## src/uart_dma_pkg.sv

```systemverilog
/*
 * Shared constants for the serial port with receive DMA: register offsets,
 * control and status field positions, reset values, bit timing and states.
 * Assumes a 32-bit AHB-Lite register bus decoded on the low address byte.
 */
package uart_dma_pkg;

	// ----------------------------------------------------------------
	// Register offsets (byte addresses, one word each)
	// ----------------------------------------------------------------
	localparam logic [7:0] OFS_DATA   = 8'h00;
	localparam logic [7:0] OFS_STATUS = 8'h04;
	localparam logic [7:0] OFS_CTRL   = 8'h08;
	localparam logic [7:0] OFS_DIV_HI = 8'h0C;
	localparam logic [7:0] OFS_DIV_LO = 8'h10;
	localparam logic [3:0] DMA_BLK_LO = 4'h2;	// Channel a at 0x20, b 0x30, c 0x40
	localparam logic [3:0] DMA_BLK_HI = 4'h4;
	localparam logic [1:0] SUB_HIGH   = 2'h0;
	localparam logic [1:0] SUB_START  = 2'h1;
	localparam logic [1:0] SUB_END    = 2'h2;
	localparam logic [1:0] SUB_CTRL   = 2'h3;

	// ----------------------------------------------------------------
	// Field positions
	// ----------------------------------------------------------------
	localparam int CTRL_TEN   = 0;
	localparam int CTRL_REN   = 1;
	localparam int CTRL_PEN   = 2;
	localparam int CTRL_ODD   = 3;
	localparam int CTRL_STOP2 = 4;
	localparam int CTRL_CTSE  = 5;
	localparam int CTRL_MPEN  = 6;
	localparam int CTRL_MPBIT = 7;
	localparam int CTRL_RTS   = 8;
	localparam int ST_RX_FULL = 0;
	localparam int ST_TX_RDY  = 1;
	localparam int ST_FRM     = 2;
	localparam int ST_PAR     = 3;
	localparam int ST_OVR     = 4;
	localparam int ST_BRK     = 5;
	localparam int ST_CTS     = 6;
	localparam int ST_TX_BUSY = 7;
	localparam int ST_BIT9    = 8;
	localparam int DCTL_EN    = 0;
	localparam int DCTL_SRC   = 1;
	localparam int DCTL_DONE  = 2;

	// ----------------------------------------------------------------
	// Reset values and timing
	// ----------------------------------------------------------------
	localparam logic [8:0]  CTRL_RESET = 9'h100;	// Pin for request-to-send high
	localparam logic [15:0] DIV_RESET  = 16'h0001;
	localparam logic [11:0] ADDR_RESET = 12'h000;
	localparam logic [3:0]  TICK_LAST  = 4'hF;	// Sixteen ticks per bit
	localparam logic [3:0]  TICK_MID   = 4'h7;	// Mid-bit of the start bit
	localparam logic [2:0]  BIT_LAST   = 3'h7;	// Eight data bits
	localparam int          NUM_CHAN   = 3;

	typedef enum logic [2:0] {TX_IDLE, TX_START, TX_DATA, TX_PAR, TX_STOP} tx_state_e;
	typedef enum logic [2:0] {RX_IDLE, RX_START, RX_DATA, RX_PAR, RX_STOP, RX_BREAK} rx_state_e;

	// Parity bit that makes the count of ones even, or odd when odd_mode
	function automatic logic parity_of(input logic [7:0] d, input logic odd_mode);
		parity_of = (^d) ^ odd_mode;
	endfunction

endpackage

```

## src/dma_channel.sv

```systemverilog
/*
 * One peripheral DMA channel pointer: walks a byte buffer from its start
 * address to its end address, one step per transfer, then wraps.
 * Assumes the parent arbitrates the memory port and reloads on set-up.
 */
`timescale 1ns/10ps
module dma_channel import uart_dma_pkg::*; (
	input  wire logic        mclk,		// System clock
	input  wire logic        srst,		// Synchronous reset
	input  wire logic        load,		// Reload pointer from start
	input  wire logic        advance,	// One byte written at cur_addr
	input  wire logic [11:0] start_addr,	// First buffer byte
	input  wire logic [11:0] end_addr,	// Last buffer byte
	output logic      [11:0] cur_addr,	// Next byte to write
	output logic             at_end		// Pointer sits on the end byte
);

	// ----------------------------------------------------------------
	// Buffer pointer
	// ----------------------------------------------------------------
	logic [11:0] ptr_reg;

	assign cur_addr = ptr_reg;
	assign at_end   = (ptr_reg == end_addr);

	// Reload, step, or wrap after the end byte
	always_ff @(posedge mclk) begin
		if (srst) begin
			ptr_reg <= ADDR_RESET;
		end else if (load) begin
			ptr_reg <= start_addr;
		end else if (advance) begin
			ptr_reg <= at_end ? start_addr : ptr_reg + 12'h001;
		end
	end

endmodule

```

## src/uart_dma_top.sv

```systemverilog
/*
 * Serial transmitter and receiver with a shared 16x baud divisor, parity,
 * 9-bit mode, flow control, and three DMA channels writing one RAM port.
 * Assumes an AHB-Lite master on the register bus and synchronous rxd/cts_n.
 */
// The AHB-Lite interface to the registers and the register addresses were chosen for this implementation.
// Functional notes
// - Eight data bits, least significant first
// - One low start, one or two stops
// - Optional parity bit after data, even/odd
// - Parity makes count of ones even/odd
// - Parity mismatch between ends flags errors
// - Flag framing, parity, overrun and break
// - Rate is clock over sixteen times divisor
// - Both directions share divisor and format
// - Separate transmit and receive enables
// - Receive and transmit interrupts kept separate
// - Selectable 9-bit multiprocessor character format
// - Clear-to-send pauses the transmitter
// - Character arriving on full buffer discarded
// - Three channels, third for converter
// - Channel copies received bytes into RAM
// - Interrupt after end byte written
// - Twelve-bit addresses from shared high nibbles
`timescale 1ns/10ps
module uart_dma_top import uart_dma_pkg::*; (
	input  wire logic        mclk,		// System clock, 20 MHz
	input  wire logic        srst,		// Synchronous reset
	input  wire logic        hsel,		// AHB slave select
	input  wire logic [31:0] haddr,		// AHB address
	input  wire logic [1:0]  htrans,	// AHB transfer type
	input  wire logic        hwrite,	// AHB write
	input  wire logic [2:0]  hsize,		// AHB size, word only
	input  wire logic [31:0] hwdata,	// AHB write data
	input  wire logic        hready,	// AHB bus ready
	output logic      [31:0] hrdata,	// AHB read data
	output logic             hreadyout,	// Never inserts waits
	output logic             hresp,		// Always OKAY
	input  wire logic        rxd,		// Serial input
	output logic             txd,		// Serial output
	input  wire logic        cts_n,		// Clear to send, low active
	output logic             rts_n,		// Request to send pin
	output logic             irq_rx,	// Character waiting
	output logic             irq_tx,	// Transmit buffer free
	output logic [2:0]       irq_dma,	// Buffer full per channel
	input  wire logic        conv_valid,	// Converter byte offered
	input  wire logic [7:0]  conv_data,	// Converter byte
	output logic             conv_ready,	// Converter byte taken
	output logic             mem_we,	// RAM write strobe
	output logic      [11:0] mem_addr,	// RAM byte address
	output logic      [7:0]  mem_wdata	// RAM write data
);

	// ----------------------------------------------------------------
	// Declarations
	// ----------------------------------------------------------------
	logic        wr_pend_reg;
	logic [7:0]  wr_addr_reg;
	logic [31:0] hrdata_reg;
	logic [8:0]  ctrl_reg;
	logic [7:0]  div_hi_reg, div_lo_reg;
	logic [15:0] baud_cnt_reg;
	logic [7:0]  tx_buf_reg, tx_shift_reg;
	logic        tx_full_reg, tx_nine_reg, txd_reg;
	logic [3:0]  tx_tcnt_reg, rx_tcnt_reg;
	logic [2:0]  tx_bitcnt_reg, rx_bitcnt_reg;
	tx_state_e   tx_state_reg;
	rx_state_e   rx_state_reg;
	logic [7:0]  rx_shift_reg, rx_buf_reg;
	logic        rx_nine_reg, rx_bit9_reg, rx_full_reg;
	logic        frm_reg, par_reg, ovr_reg, brk_reg;
	logic [7:0]  dma_high_reg [NUM_CHAN];
	logic [7:0]  dma_start_reg [NUM_CHAN];
	logic [7:0]  dma_end_reg [NUM_CHAN];
	logic [2:0]  dma_en_reg, dma_src_reg, dma_done_reg, dma_load_reg;
	logic        mem_we_reg;
	logic [11:0] mem_addr_reg;
	logic [7:0]  mem_wdata_reg;
	logic [11:0] ch_addr [NUM_CHAN];
	logic [2:0]  ch_end, dma_req, dma_fire;
	logic [15:0] baud_divisor, div_last;
	logic [8:0]  status;
	logic [31:0] rd_mux, dma_word;
	logic [1:0]  rd_ch, wr_ch;
	logic        addr_ok, in_map, rd_go, rx_take, tick, par_slot, cts_ok;
	logic        tx_load, tx_bit_end, rx_bit_end, wr_dma, rd_dma;
	logic        wr_data, wr_status, wr_ctrl, wr_div_hi, wr_div_lo;

	// Channel block decode, shared by read and write paths
	function automatic logic dma_hit(input logic [7:0] a);
		dma_hit = (a[7:4] >= DMA_BLK_LO) && (a[7:4] <= DMA_BLK_HI);
	endfunction

	function automatic logic [1:0] dma_idx(input logic [7:0] a);
		dma_idx = 2'(a[7:4] - DMA_BLK_LO);
	endfunction

	// ----------------------------------------------------------------
	// AHB-Lite slave
	// ----------------------------------------------------------------
	// Address phase decode; no wait states, always OKAY
	assign addr_ok   = hsel & hready & htrans[1];
	assign in_map    = (haddr[31:8] == 24'h0);
	assign rd_go     = addr_ok & ~hwrite & in_map;
	assign hreadyout = 1'b1;
	assign hresp     = 1'b0;
	assign hrdata    = hrdata_reg;

	// Data phase write strobes
	assign wr_data   = wr_pend_reg && (wr_addr_reg == OFS_DATA);
	assign wr_status = wr_pend_reg && (wr_addr_reg == OFS_STATUS);
	assign wr_ctrl   = wr_pend_reg && (wr_addr_reg == OFS_CTRL);
	assign wr_div_hi = wr_pend_reg && (wr_addr_reg == OFS_DIV_HI);
	assign wr_div_lo = wr_pend_reg && (wr_addr_reg == OFS_DIV_LO);
	assign wr_dma    = wr_pend_reg && dma_hit(wr_addr_reg);
	assign wr_ch     = dma_idx(wr_addr_reg);

	// Read selection, registered into the data phase
	assign rd_dma   = dma_hit(haddr[7:0]);
	assign rd_ch    = dma_idx(haddr[7:0]);
	assign dma_word = (haddr[3:2] == SUB_HIGH)  ? {24'h0, dma_high_reg[rd_ch]} :
	                  (haddr[3:2] == SUB_START) ? {24'h0, dma_start_reg[rd_ch]} :
	                  (haddr[3:2] == SUB_END)   ? {24'h0, dma_end_reg[rd_ch]} :
	                  {4'h0, ch_addr[rd_ch], 13'h0, dma_done_reg[rd_ch],
	                   dma_src_reg[rd_ch], dma_en_reg[rd_ch]};
	assign rd_mux = (haddr[7:0] == OFS_DATA)   ? {24'h0, rx_buf_reg} :
	                (haddr[7:0] == OFS_STATUS) ? {23'h0, status} :
	                (haddr[7:0] == OFS_CTRL)   ? {23'h0, ctrl_reg} :
	                (haddr[7:0] == OFS_DIV_HI) ? {24'h0, div_hi_reg} :
	                (haddr[7:0] == OFS_DIV_LO) ? {24'h0, div_lo_reg} :
	                rd_dma ? dma_word : 32'h0;

	// Bus phase registers
	always_ff @(posedge mclk) begin
		if (srst) begin
			wr_pend_reg <= 1'b0;
			wr_addr_reg <= 8'h00;
			hrdata_reg  <= 32'h0;
		end else begin
			wr_pend_reg <= addr_ok & hwrite & in_map;
			if (addr_ok) wr_addr_reg <= haddr[7:0];
			if (addr_ok) hrdata_reg <= rd_go ? rd_mux : 32'h0;
		end
	end

	// Control and divisor registers
	always_ff @(posedge mclk) begin
		if (srst) begin
			ctrl_reg   <= CTRL_RESET;
			div_hi_reg <= DIV_RESET[15:8];
			div_lo_reg <= DIV_RESET[7:0];
		end else begin
			if (wr_ctrl) ctrl_reg <= hwdata[8:0];
			if (wr_div_hi) div_hi_reg <= hwdata[7:0];
			if (wr_div_lo) div_lo_reg <= hwdata[7:0];
		end
	end

	// Status view
	assign status[ST_RX_FULL] = rx_full_reg;
	assign status[ST_TX_RDY]  = ~tx_full_reg;
	assign status[ST_FRM]     = frm_reg;
	assign status[ST_PAR]     = par_reg;
	assign status[ST_OVR]     = ovr_reg;
	assign status[ST_BRK]     = brk_reg;
	assign status[ST_CTS]     = cts_n;
	assign status[ST_TX_BUSY] = (tx_state_reg != TX_IDLE);
	assign status[ST_BIT9]    = rx_bit9_reg;

	// ----------------------------------------------------------------
	// Baud divisor, one tick per sixteenth of a bit
	// ----------------------------------------------------------------
	assign baud_divisor = {div_hi_reg, div_lo_reg};
	assign div_last = (baud_divisor == 16'h0) ? 16'h0 : baud_divisor - 16'h1;
	assign tick     = (baud_cnt_reg >= div_last);

	always_ff @(posedge mclk) begin
		if (srst || tick) baud_cnt_reg <= 16'h0;
		else baud_cnt_reg <= baud_cnt_reg + 16'h1;
	end

	// ----------------------------------------------------------------
	// Transmitter
	// ----------------------------------------------------------------
	assign par_slot   = ctrl_reg[CTRL_PEN] | ctrl_reg[CTRL_MPEN];
	assign cts_ok     = ~ctrl_reg[CTRL_CTSE] | ~cts_n;
	assign tx_load    = (tx_state_reg == TX_IDLE) & tx_full_reg & ctrl_reg[CTRL_TEN] & cts_ok;
	assign tx_bit_end = tick && (tx_tcnt_reg == TICK_LAST);
	assign txd        = txd_reg;
	assign rts_n      = ctrl_reg[CTRL_RTS];
	assign irq_tx     = ctrl_reg[CTRL_TEN] & ~tx_full_reg;

	// Holding buffer; a write while full is dropped
	always_ff @(posedge mclk) begin
		if (srst) begin
			tx_full_reg <= 1'b0;
			tx_buf_reg  <= 8'h00;
		end else if (wr_data && !tx_full_reg) begin
			tx_full_reg <= 1'b1;
			tx_buf_reg  <= hwdata[7:0];
		end else if (tx_load) begin
			tx_full_reg <= 1'b0;
		end
	end

	// Frame sequencer
	always_ff @(posedge mclk) begin
		if (srst) begin
			tx_state_reg  <= TX_IDLE;
			tx_shift_reg  <= 8'h00;
			tx_nine_reg   <= 1'b0;
			tx_tcnt_reg   <= 4'h0;
			tx_bitcnt_reg <= 3'h0;
			txd_reg       <= 1'b1;
		end else begin
			if (tick) tx_tcnt_reg <= tx_tcnt_reg + 4'h1;
			unique case (tx_state_reg)
				TX_IDLE: begin
					tx_tcnt_reg <= 4'h0;
					txd_reg     <= ~tx_load;
					if (tx_load) begin
						tx_shift_reg <= tx_buf_reg;
						tx_nine_reg  <= ctrl_reg[CTRL_MPEN] ? ctrl_reg[CTRL_MPBIT] :
						                parity_of(tx_buf_reg, ctrl_reg[CTRL_ODD]);
						tx_state_reg <= TX_START;
					end
				end
				TX_START: if (tx_bit_end) begin
					txd_reg       <= tx_shift_reg[0];
					tx_bitcnt_reg <= 3'h0;
					tx_state_reg  <= TX_DATA;
				end
				TX_DATA: if (tx_bit_end) begin
					if (tx_bitcnt_reg == BIT_LAST) begin
						txd_reg       <= par_slot ? tx_nine_reg : 1'b1;
						tx_bitcnt_reg <= 3'h0;
						tx_state_reg  <= par_slot ? TX_PAR : TX_STOP;
					end else begin
						txd_reg       <= tx_shift_reg[1];
						tx_shift_reg  <= tx_shift_reg >> 1;
						tx_bitcnt_reg <= tx_bitcnt_reg + 3'h1;
					end
				end
				TX_PAR: if (tx_bit_end) begin
					txd_reg      <= 1'b1;
					tx_state_reg <= TX_STOP;
				end
				TX_STOP: if (tx_bit_end) begin
					if (ctrl_reg[CTRL_STOP2] && tx_bitcnt_reg == 3'h0)
						tx_bitcnt_reg <= 3'h1;
					else
						tx_state_reg <= TX_IDLE;
				end
			endcase
		end
	end

	// ----------------------------------------------------------------
	// Receiver
	// ----------------------------------------------------------------
	assign rx_bit_end = tick && (rx_tcnt_reg == TICK_LAST);
	assign rx_take    = (rd_go && haddr[7:0] == OFS_DATA) | dma_fire[0] | dma_fire[1];
	assign irq_rx     = ctrl_reg[CTRL_REN] & rx_full_reg;

	// Frame sequencer, receive buffer and error flags
	always_ff @(posedge mclk) begin
		if (srst) begin
			rx_state_reg  <= RX_IDLE;
			rx_shift_reg  <= 8'h00;
			rx_buf_reg    <= 8'h00;
			rx_tcnt_reg   <= 4'h0;
			rx_bitcnt_reg <= 3'h0;
			rx_nine_reg   <= 1'b0;
			rx_bit9_reg   <= 1'b0;
			rx_full_reg   <= 1'b0;
			frm_reg       <= 1'b0;
			par_reg       <= 1'b0;
			ovr_reg       <= 1'b0;
			brk_reg       <= 1'b0;
		end else begin
			if (rx_take) rx_full_reg <= 1'b0;
			if (wr_status) begin
				frm_reg <= frm_reg & ~hwdata[ST_FRM];
				par_reg <= par_reg & ~hwdata[ST_PAR];
				ovr_reg <= ovr_reg & ~hwdata[ST_OVR];
				brk_reg <= brk_reg & ~hwdata[ST_BRK];
			end
			if (tick) rx_tcnt_reg <= rx_tcnt_reg + 4'h1;
			unique case (rx_state_reg)
				RX_IDLE: begin
					rx_tcnt_reg <= 4'h0;
					if (ctrl_reg[CTRL_REN] && !rxd) rx_state_reg <= RX_START;
				end
				RX_START: if (tick && rx_tcnt_reg == TICK_MID) begin
					rx_tcnt_reg   <= 4'h0;
					rx_bitcnt_reg <= 3'h0;
					rx_state_reg  <= rxd ? RX_IDLE : RX_DATA;
				end
				RX_DATA: if (rx_bit_end) begin
					rx_shift_reg  <= {rxd, rx_shift_reg[7:1]};
					rx_bitcnt_reg <= rx_bitcnt_reg + 3'h1;
					if (rx_bitcnt_reg == BIT_LAST)
						rx_state_reg <= par_slot ? RX_PAR : RX_STOP;
				end
				RX_PAR: if (rx_bit_end) begin
					rx_nine_reg  <= rxd;
					rx_state_reg <= RX_STOP;
				end
				RX_STOP: if (rx_bit_end) begin
					rx_state_reg <= rxd ? RX_IDLE : RX_BREAK;
					if (rx_full_reg && !rx_take) begin
						ovr_reg <= 1'b1;
					end else begin
						rx_buf_reg  <= rx_shift_reg;
						rx_full_reg <= 1'b1;
						rx_bit9_reg <= rx_nine_reg & ctrl_reg[CTRL_MPEN];
						if (!rxd) frm_reg <= 1'b1;
						if (ctrl_reg[CTRL_PEN] && !ctrl_reg[CTRL_MPEN] &&
						    parity_of(rx_shift_reg, ctrl_reg[CTRL_ODD]) != rx_nine_reg)
							par_reg <= 1'b1;
						if (!rxd && rx_shift_reg == 8'h00 && !(par_slot && rx_nine_reg))
							brk_reg <= 1'b1;
					end
				end
				RX_BREAK: if (rxd) rx_state_reg <= RX_IDLE;
			endcase
		end
	end

	// ----------------------------------------------------------------
	// DMA channels: a and b serve the receiver, c the converter
	// ----------------------------------------------------------------
	// Requests, fixed priority a over b over c on the one RAM port
	assign dma_req[0]  = dma_en_reg[0] & dma_src_reg[0] & rx_full_reg & ~dma_load_reg[0];
	assign dma_req[1]  = dma_en_reg[1] & dma_src_reg[1] & rx_full_reg & ~dma_load_reg[1];
	assign dma_req[2]  = dma_en_reg[2] & conv_valid & ~dma_load_reg[2];
	assign dma_fire[0] = dma_req[0];
	assign dma_fire[1] = dma_req[1] & ~dma_req[0];
	assign dma_fire[2] = dma_req[2] & ~dma_req[0] & ~dma_req[1];
	assign conv_ready  = dma_fire[2];
	assign irq_dma     = dma_done_reg;
	assign mem_we      = mem_we_reg;
	assign mem_addr    = mem_addr_reg;
	assign mem_wdata   = mem_wdata_reg;

	for (genvar c = 0; c < NUM_CHAN; c++) begin : g_chan
		dma_channel u_chan (
			.mclk       (mclk),
			.srst       (srst),
			.load       (dma_load_reg[c]),
			.advance    (dma_fire[c]),
			.start_addr ({dma_high_reg[c][3:0], dma_start_reg[c]}),
			.end_addr   ({dma_high_reg[c][7:4], dma_end_reg[c]}),
			.cur_addr   (ch_addr[c]),
			.at_end     (ch_end[c])
		);
	end

	// Channel set-up, buffer-full flags and pointer reload
	always_ff @(posedge mclk) begin
		if (srst) begin
			for (int c = 0; c < NUM_CHAN; c++) begin
				dma_high_reg[c]  <= 8'h00;
				dma_start_reg[c] <= 8'h00;
				dma_end_reg[c]   <= 8'h00;
			end
			dma_en_reg   <= 3'h0;
			dma_src_reg  <= 3'h0;
			dma_done_reg <= 3'h0;
			dma_load_reg <= 3'h0;
		end else begin
			for (int c = 0; c < NUM_CHAN; c++) begin
				dma_load_reg[c] <= wr_dma && wr_ch == 2'(c) && wr_addr_reg[3:2] != SUB_END;
				if (dma_fire[c] && ch_end[c]) dma_en_reg[c] <= 1'b0;
				if (wr_dma && wr_ch == 2'(c)) begin
					unique case (wr_addr_reg[3:2])
						SUB_HIGH:  dma_high_reg[c]  <= hwdata[7:0];
						SUB_START: dma_start_reg[c] <= hwdata[7:0];
						SUB_END:   dma_end_reg[c]   <= hwdata[7:0];
						SUB_CTRL: begin
							dma_en_reg[c]  <= hwdata[DCTL_EN];
							dma_src_reg[c] <= hwdata[DCTL_SRC];
						end
					endcase
				end
				// Buffer full wins over a same-cycle clear
				dma_done_reg[c] <= (dma_done_reg[c] & ~(wr_dma && wr_ch == 2'(c) &&
				                   wr_addr_reg[3:2] == SUB_CTRL && hwdata[DCTL_DONE])) |
				                   (dma_fire[c] & ch_end[c]);
			end
		end
	end

	// RAM write port
	always_ff @(posedge mclk) begin
		if (srst) begin
			mem_we_reg    <= 1'b0;
			mem_addr_reg  <= ADDR_RESET;
			mem_wdata_reg <= 8'h00;
		end else begin
			mem_we_reg    <= |dma_fire;
			mem_addr_reg  <= dma_fire[0] ? ch_addr[0] : dma_fire[1] ? ch_addr[1] : ch_addr[2];
			mem_wdata_reg <= dma_fire[2] ? conv_data : rx_buf_reg;
		end
	end

endmodule

```

## config.mk

```make
export PLATFORM = sky130hd
export DESIGN_NAME = uart_dma_top
export DESIGN_NICKNAME = d
export VERILOG_FILES = /design/src/uart_dma_pkg.sv /design/src/dma_channel.sv /design/src/uart_dma_top.sv
export SDC_FILE = /design/constraint.sdc
export NUM_CORES = 1
export LEC_CHECK = 0
export BUFFER_PORTS_ARGS = -buffer_cell sky130_fd_sc_hd__buf_2
export CORE_AREA = 2 2 160 162
export CTS_CLUSTER_DIAMETER = 40
export DETAILED_ROUTE_END_ITERATION = 7
export DIE_AREA = 0 0 162 164
export GPL_TIMING_DRIVEN = 0
export PLACE_DENSITY = 0.9
export SYNTH_ARGS = -nofsm -noshare
export SYNTH_HDL_FRONTEND = slang
export SYNTH_SLANG_ARGS = --single-unit
```

## constraint.sdc

```tcl
create_clock -name mclk -period 9.3 [get_ports mclk]
set_input_delay 0.93 -clock mclk [delete_from_list [all_inputs] [get_ports mclk]]
set_output_delay 0.93 -clock mclk [all_outputs]
set_load 0.01 [all_outputs]
```

After elaboration in Yosys (flattened, before gate mapping) --
Memory sizes are Yosys's and may differ from the RTL's. Cells that the tools add are included.
Word-level totals: output and inout bits 63, logic and storage cells 408, memory bits (writable) 72, memories 3, register bits 213
Memory list:
- dma_end_reg | words 3, bits a word 8, rd ports 4, clocked after memory_dff 0, wr ports 3, RTL line uart_dma_top.sv:74 | logic [7:0] dma_end_reg [NUM_CHAN];
- dma_high_reg | words 3, bits a word 8, rd ports 4, clocked after memory_dff 0, wr ports 3, RTL line uart_dma_top.sv:72 | logic [7:0] dma_high_reg [NUM_CHAN];
- dma_start_reg | words 3, bits a word 8, rd ports 4, clocked after memory_dff 0, wr ports 3, RTL line uart_dma_top.sv:73 | logic [7:0] dma_start_reg [NUM_CHAN];
Cells by class: bitwise logic cells 70, mux-type cells 149, equal/unequal tests 50, add/subtract/negate cells 11, magnitude comparators 7, reduce and logical (&&, ||, !) cells 79
Operators with widths (number):
- two-way mux 28 bit | 10
- two-way mux 12 bit | 13
- two-way mux 8 bit | 13
- two-way mux 1 bit | 75
- two-way mux 3 bit | 23
- adder 12 x 1 -> 12 bit (second input constant) | 3
- == test 12 bit | 3
- logical AND 1 bit | 36
- inequality test 2 bit (second input constant) | 17
- bitwise AND 1 bit | 33
- == test 8 x 4 -> 1 bit (second input constant) | 4
- binary-select mux 12 bit (select 2 bit) | 1
- logical NOT 24 bit | 1
- logical NOT 8 bit | 3
- inverter 1 bit | 18
- case mux 3 bit (6 select lines) | 1
- adder 16 x 1 -> 16 bit (second input constant) | 1
- == test 8 x 3 -> 1 bit (second input constant) | 2
- == test 8 x 5 -> 1 bit (second input constant) | 2
- greater-or-equal comparator 16 bit | 1
- logical NOT 16 bit | 1
- two-way mux 16 bit | 1
- OR 1 bit | 16
- case mux 8 bit (2 select lines) | 1
- other kinds (41) | 87

Logic depth before layout (Yosys ltp) --
depth after elaboration 15, gate-level depth with buffers 15, mapped depth without buffers 13

By module --
Synthesis repeated with hierarchy kept, for this count alone.
Unflattened totals: cell total of the unflattened synthesis 1551, area total of the unflattened synthesis 14262.4 um^2
By module, submodules not included:
- uart_dma_top | cells each 1269, area each 11732.5 um^2, times used 1
- dma_channel | cells each 94, area each 843.3 um^2, times used 3

Worst setup path after synthesis --
No wires, ideal clock.
path kind register to register, start point reg div_lo_reg[2], end point reg tx_bitcnt_reg[0], stages on the path, launching flop included 14, data required time 9.228 ns, path slack 5.515 ns, path buffers 1, setup time 0.072 ns, arrival 3.713 ns, cells stage by stage dfxtp_1 or4_1 nor3_1 nand2_1 nor4_1 xor2_1 nand2_1 ha_1 nand4_1 a2111oi_0 a21oi_1 clkbuf_1 nor3_1 mux2i_1
Between the ends: word-level cells in the longest chain between the ends 6
Ends and longest elaborated chain:
- from (decl) | RTL line uart_dma_top.sv:61 | logic [7:0] div_hi_reg, div_lo_reg;
- from (signal assigned) | RTL line uart_dma_top.sv:151 | div_lo_reg <= DIV_RESET[7:0];
- from (signal assigned) | RTL line uart_dma_top.sv:155 | if (wr_div_lo) div_lo_reg <= hwdata[7:0];
- subtractor 16 x 1 -> 16 bit / logical NOT 16 bit (equally long branches) | RTL line uart_dma_top.sv:174 | assign div_last = (baud_divisor == 16'h0) ? 16'h0 : baud_divisor - 16'h1;
- two-way mux 16 bit * | RTL line uart_dma_top.sv:174
- greater-or-equal comparator 16 bit * | RTL line uart_dma_top.sv:175 | assign tick = (baud_cnt_reg >= div_last);
- logical AND 1 bit * | RTL line uart_dma_top.sv:188 | assign tx_bit_end = tick && (tx_tcnt_reg == TICK_LAST);
- inequality test 2 bit (no line)
- AND reduction 5 bit (no line) *
- to (signal assigned) | RTL line uart_dma_top.sv:241 | tx_bitcnt_reg <= tx_bitcnt_reg + 3'h1;
- to (decl) | RTL line uart_dma_top.sv:66 | logic [2:0] tx_bitcnt_reg, rx_bitcnt_reg;
Mark *: on every way between the ends. The rest lies on a longest branch, timed or not. A chain may end at the register's enable or synchronous reset.

Final worst setup path --
start point reg div_lo_reg[2], end point reg baud_cnt_reg[0]
Between the ends: word-level cells in the longest chain between the ends 4
Ends and longest elaborated chain:
- subtractor 16 x 1 -> 16 bit / logical NOT 16 bit (equally long branches) | RTL line uart_dma_top.sv:174
- two-way mux 16 bit * | RTL line uart_dma_top.sv:174
- greater-or-equal comparator 16 bit * | RTL line uart_dma_top.sv:175
- logical OR 1 bit * | RTL line uart_dma_top.sv:178 | if (srst || tick) baud_cnt_reg <= 16'h0;
- to (signal assigned) | RTL line uart_dma_top.sv:179 | else baud_cnt_reg <= baud_cnt_reg + 16'h1;
- to (decl) | RTL line uart_dma_top.sv:62 | logic [15:0] baud_cnt_reg;
Marks and branches as above.

==> metrics.cfg <==
[global_route]
antenna_found_initial=1
grt_max_degree=15
overflow=0
grt_pass1_wl_mm=76.2
track_usage_pct=37.3
grt_pass1_vias=13417

[setup_path]
rrSetupSlack_ns=4.42
crit_fanout=10
crit_required_ns=9.75
startpoint_type=flip-flop
cpMostUsedCell=nand2_1
worstPathArrival_ns=5.33
crit_type=flip-flop to flip-flop
critPathMaxStageDelay_ns=0.62
endpoint_kind=flip-flop
worstPathCellList=or4_1, nor3_1, nand2_1, nor3_1, xor2_1, nand2_1, ha_1, a211o_1, o211ai_1, o2111ai_1, a21oi_1, clkbuf_1, nand2_1, clkbuf_1, nor2_1
crit_buf_inv=2
crit_family=simple AND/OR/NAND/NOR gates
cpMaxStageDelayCell=a21oi_1

[layout]
largest_reg_flops=36
area_delta_synth_final_pct=16.0
final_nets=1964
fill_cells=2001
drive_above_1_share_pct=12.0
n_antenna_cell=0
fin_cells=2207

[sta]
worst_pin_slew_ns=1.37
period_share_pct=52.5
min_period_ns=4.88
max_freq_mhz=205
hold_viol_final=0
rsz0062_at_grt=no
relSlewSlack_pct=7.80
finClkSkew_ns=0.0291
final_max_slew_viol_count=0
whs_ns=0.458
tns_ns=0
finalWorstSetupSlack_ns=4.42
setup_violations=0

[floorplanning]
pin_count=148
core-area_um2=24800
dieArea_um2=26600
die_y_um=164
rows=58
start_util_pct=58.9
dieWidth_um=162

[run]
maxCapViolCount=0

[logic_synthesis]
synth_edf_count=72
syn_area_um2=14600
netlist_instances=1690
synth.top_cell.area_share_pct=27.7
synth_common_cells=dfxtp_1 (202), nand2_1 (187), nor2_1 (152), a21oi_1 (119), o21ai_0 (119)
yosys_register_bits=274
ys_seq_area_share_pct=42.5
yosysWarnings=0
ys.flop_type=dfxtp_1
synthArstFlopShare_pct=0
avgSynthCellArea_um2=8.65
yosys.cell_count.top_type=dfxtp_1
synth_top_area_cell=dfxtp_1
ys_top_cells_by_area=dfxtp_1 (28%), edfxtp_1 (15%), mux2i_1 (5.8%)
synth.distinct_cells=75

[routing]
wl_mm=50.1
route.met2.wl_mm=21.4
route.detailed.drc=0
wire_per_inst_um=22.7
dr.max_layer_used=met5
drtPass1Iterations=6
met1_length_mm=19.4
via_per_inst=6.51
vias=14371
drt.antenna.violating_nets=0
met3_length_mm=6.50
drt_iter0_drc=2062

[cts]
hold_buffers=0
cts_tree=done
clock_latency_ns=0.54
cts_setup_buffers=0
clk_path_buf_depth=3
numCtsBuffers=40
ctsHtreeMaxLevel=2
clkTransAtPathRegs_ns=0.05
clock-sinks=274
root_buffer=clkbuf_16
cts_resized=0

[placed_design]
hpwl_mm=37.2
gp_congestion=1.01
placed_cells=2134
dpl_worst_slack_ns=4.47
io_buffers=101

[power]
worst_ir_drop_vdd_uv=147
total_power_mw=3.01
p_leak_nw=6.31
p_per_area_nw_per_um2=177

[min_path]
hp-class=flip-flop to flip-flop

[outcome]
status=finished clean

worst reg2reg max path: cells and delay by family (launching register included):
family	cells	cell delay (ns)
xor gates and xnor gates	1	0.16
buffers and inverters	2	0.83
DFF	1	0.39
AOI/OAI and AO/OA	4	1.16
adders and majority gates	1	0.31
and+or+nand+nor	7	1.95
cell families (layout without fill, tap and decap cells):
kind of cell	count (synthesis)	count (layout)	share of synthesized area, %
simple gates	619	619	20.4
compound gates	411	411	17.6
fa+ha+maj	33	33	2.82
other cells	2	13	0.0514
xor+xnor	77	77	4.61
buf+inv	176	352	5.02
mux	98	98	7.06
flops	274	274	42.5
where the power goes:
part / switching, mW / internal (mW) / total, mW / leakage, nW
combinational: 0.136 / 0.0637 / 0.200 / 3.29
clock: 0.594 / 0.951 / 1.55 / 0.660
sequential: 0.0201 / 1.24 / 1.26 / 2.37
cell type report:
type / count / area [µm²] / share of cell area (%)
Tap cell: 330 / 413 / 2.43
Timing Repair Buffer: 103 / 515 / 3.04
Sequential cell: 274 / 6210 / 36.6
Buffer: 131 / 566 / 3.33
Clock buffer: 45 / 1060 / 6.26
Inverter: 45 / 169 / 0.996
Multi-Input combinational cell: 1251 / 7720 / 45.5
Clock inverter: 28 / 310 / 1.83
cells in the final DEF (no fill, tap or decap), types with 13 or more instances in the layout:
cell and count:
dfxtp_1 202, nand2_1 187, nor2_1 152, a21oi_1 119, o21ai_0 117, buf_2 111, clkbuf_1 101, mux2i_1 84
edfxtp_1 72, nand3_1 63, xnor2_1 57, inv_1 44, clkbuf_16 41, and2_1 37, ha_1 33, nor3_1 32
nor2b_1 24, nand4_1 23, nor4_1 21, xor2_1 20, a22oi_1 20, a211oi_1 19, nand2b_1 18, and3_1 17
a31oi_1 16, o211ai_1 15, a311oi_1 14, a221oi_1 14, buf_4 13, conb_1 13
per-stage QoR:
| stage | util (%) | instance area [µm²] |
|---|---|---|
| 5_1_grt | 68.3 | 17000 |
| 3_5_place_dp | 62.8 | 15600 |
| 4_1_cts | 68.3 | 17000 |
| 3_3_place_gp | 62.8 | 15600 |
| 6_report | 68.3 | 17000 |
| 2_1_floorplan | - | 14700 |
worst paths after layout:
path,end,cells past startpoint,start
worst max-delay path,baud_cnt_reg[0]$_SDFF_PP0_,15,div_lo_reg[2]$_SDFFE_PP0P_
worst min-delay path,wr_addr_reg[1]$_SDFFE_PP0P_,2,wr_addr_reg[1]$_SDFFE_PP0P_
worst max register to register,baud_cnt_reg[0]$_SDFF_PP0_,15,div_lo_reg[2]$_SDFFE_PP0P_
worst min register to register,wr_addr_reg[1]$_SDFFE_PP0P_,2,wr_addr_reg[1]$_SDFFE_PP0P_
routing by layer:
metal,global-route usage [%],up-vias
li1,-,6367
met1,49.1,6751
met2,56.7,1037
met3,9.44,214
met4,19.6,2
met5,0,-
(Power assumes the default switching activity.)
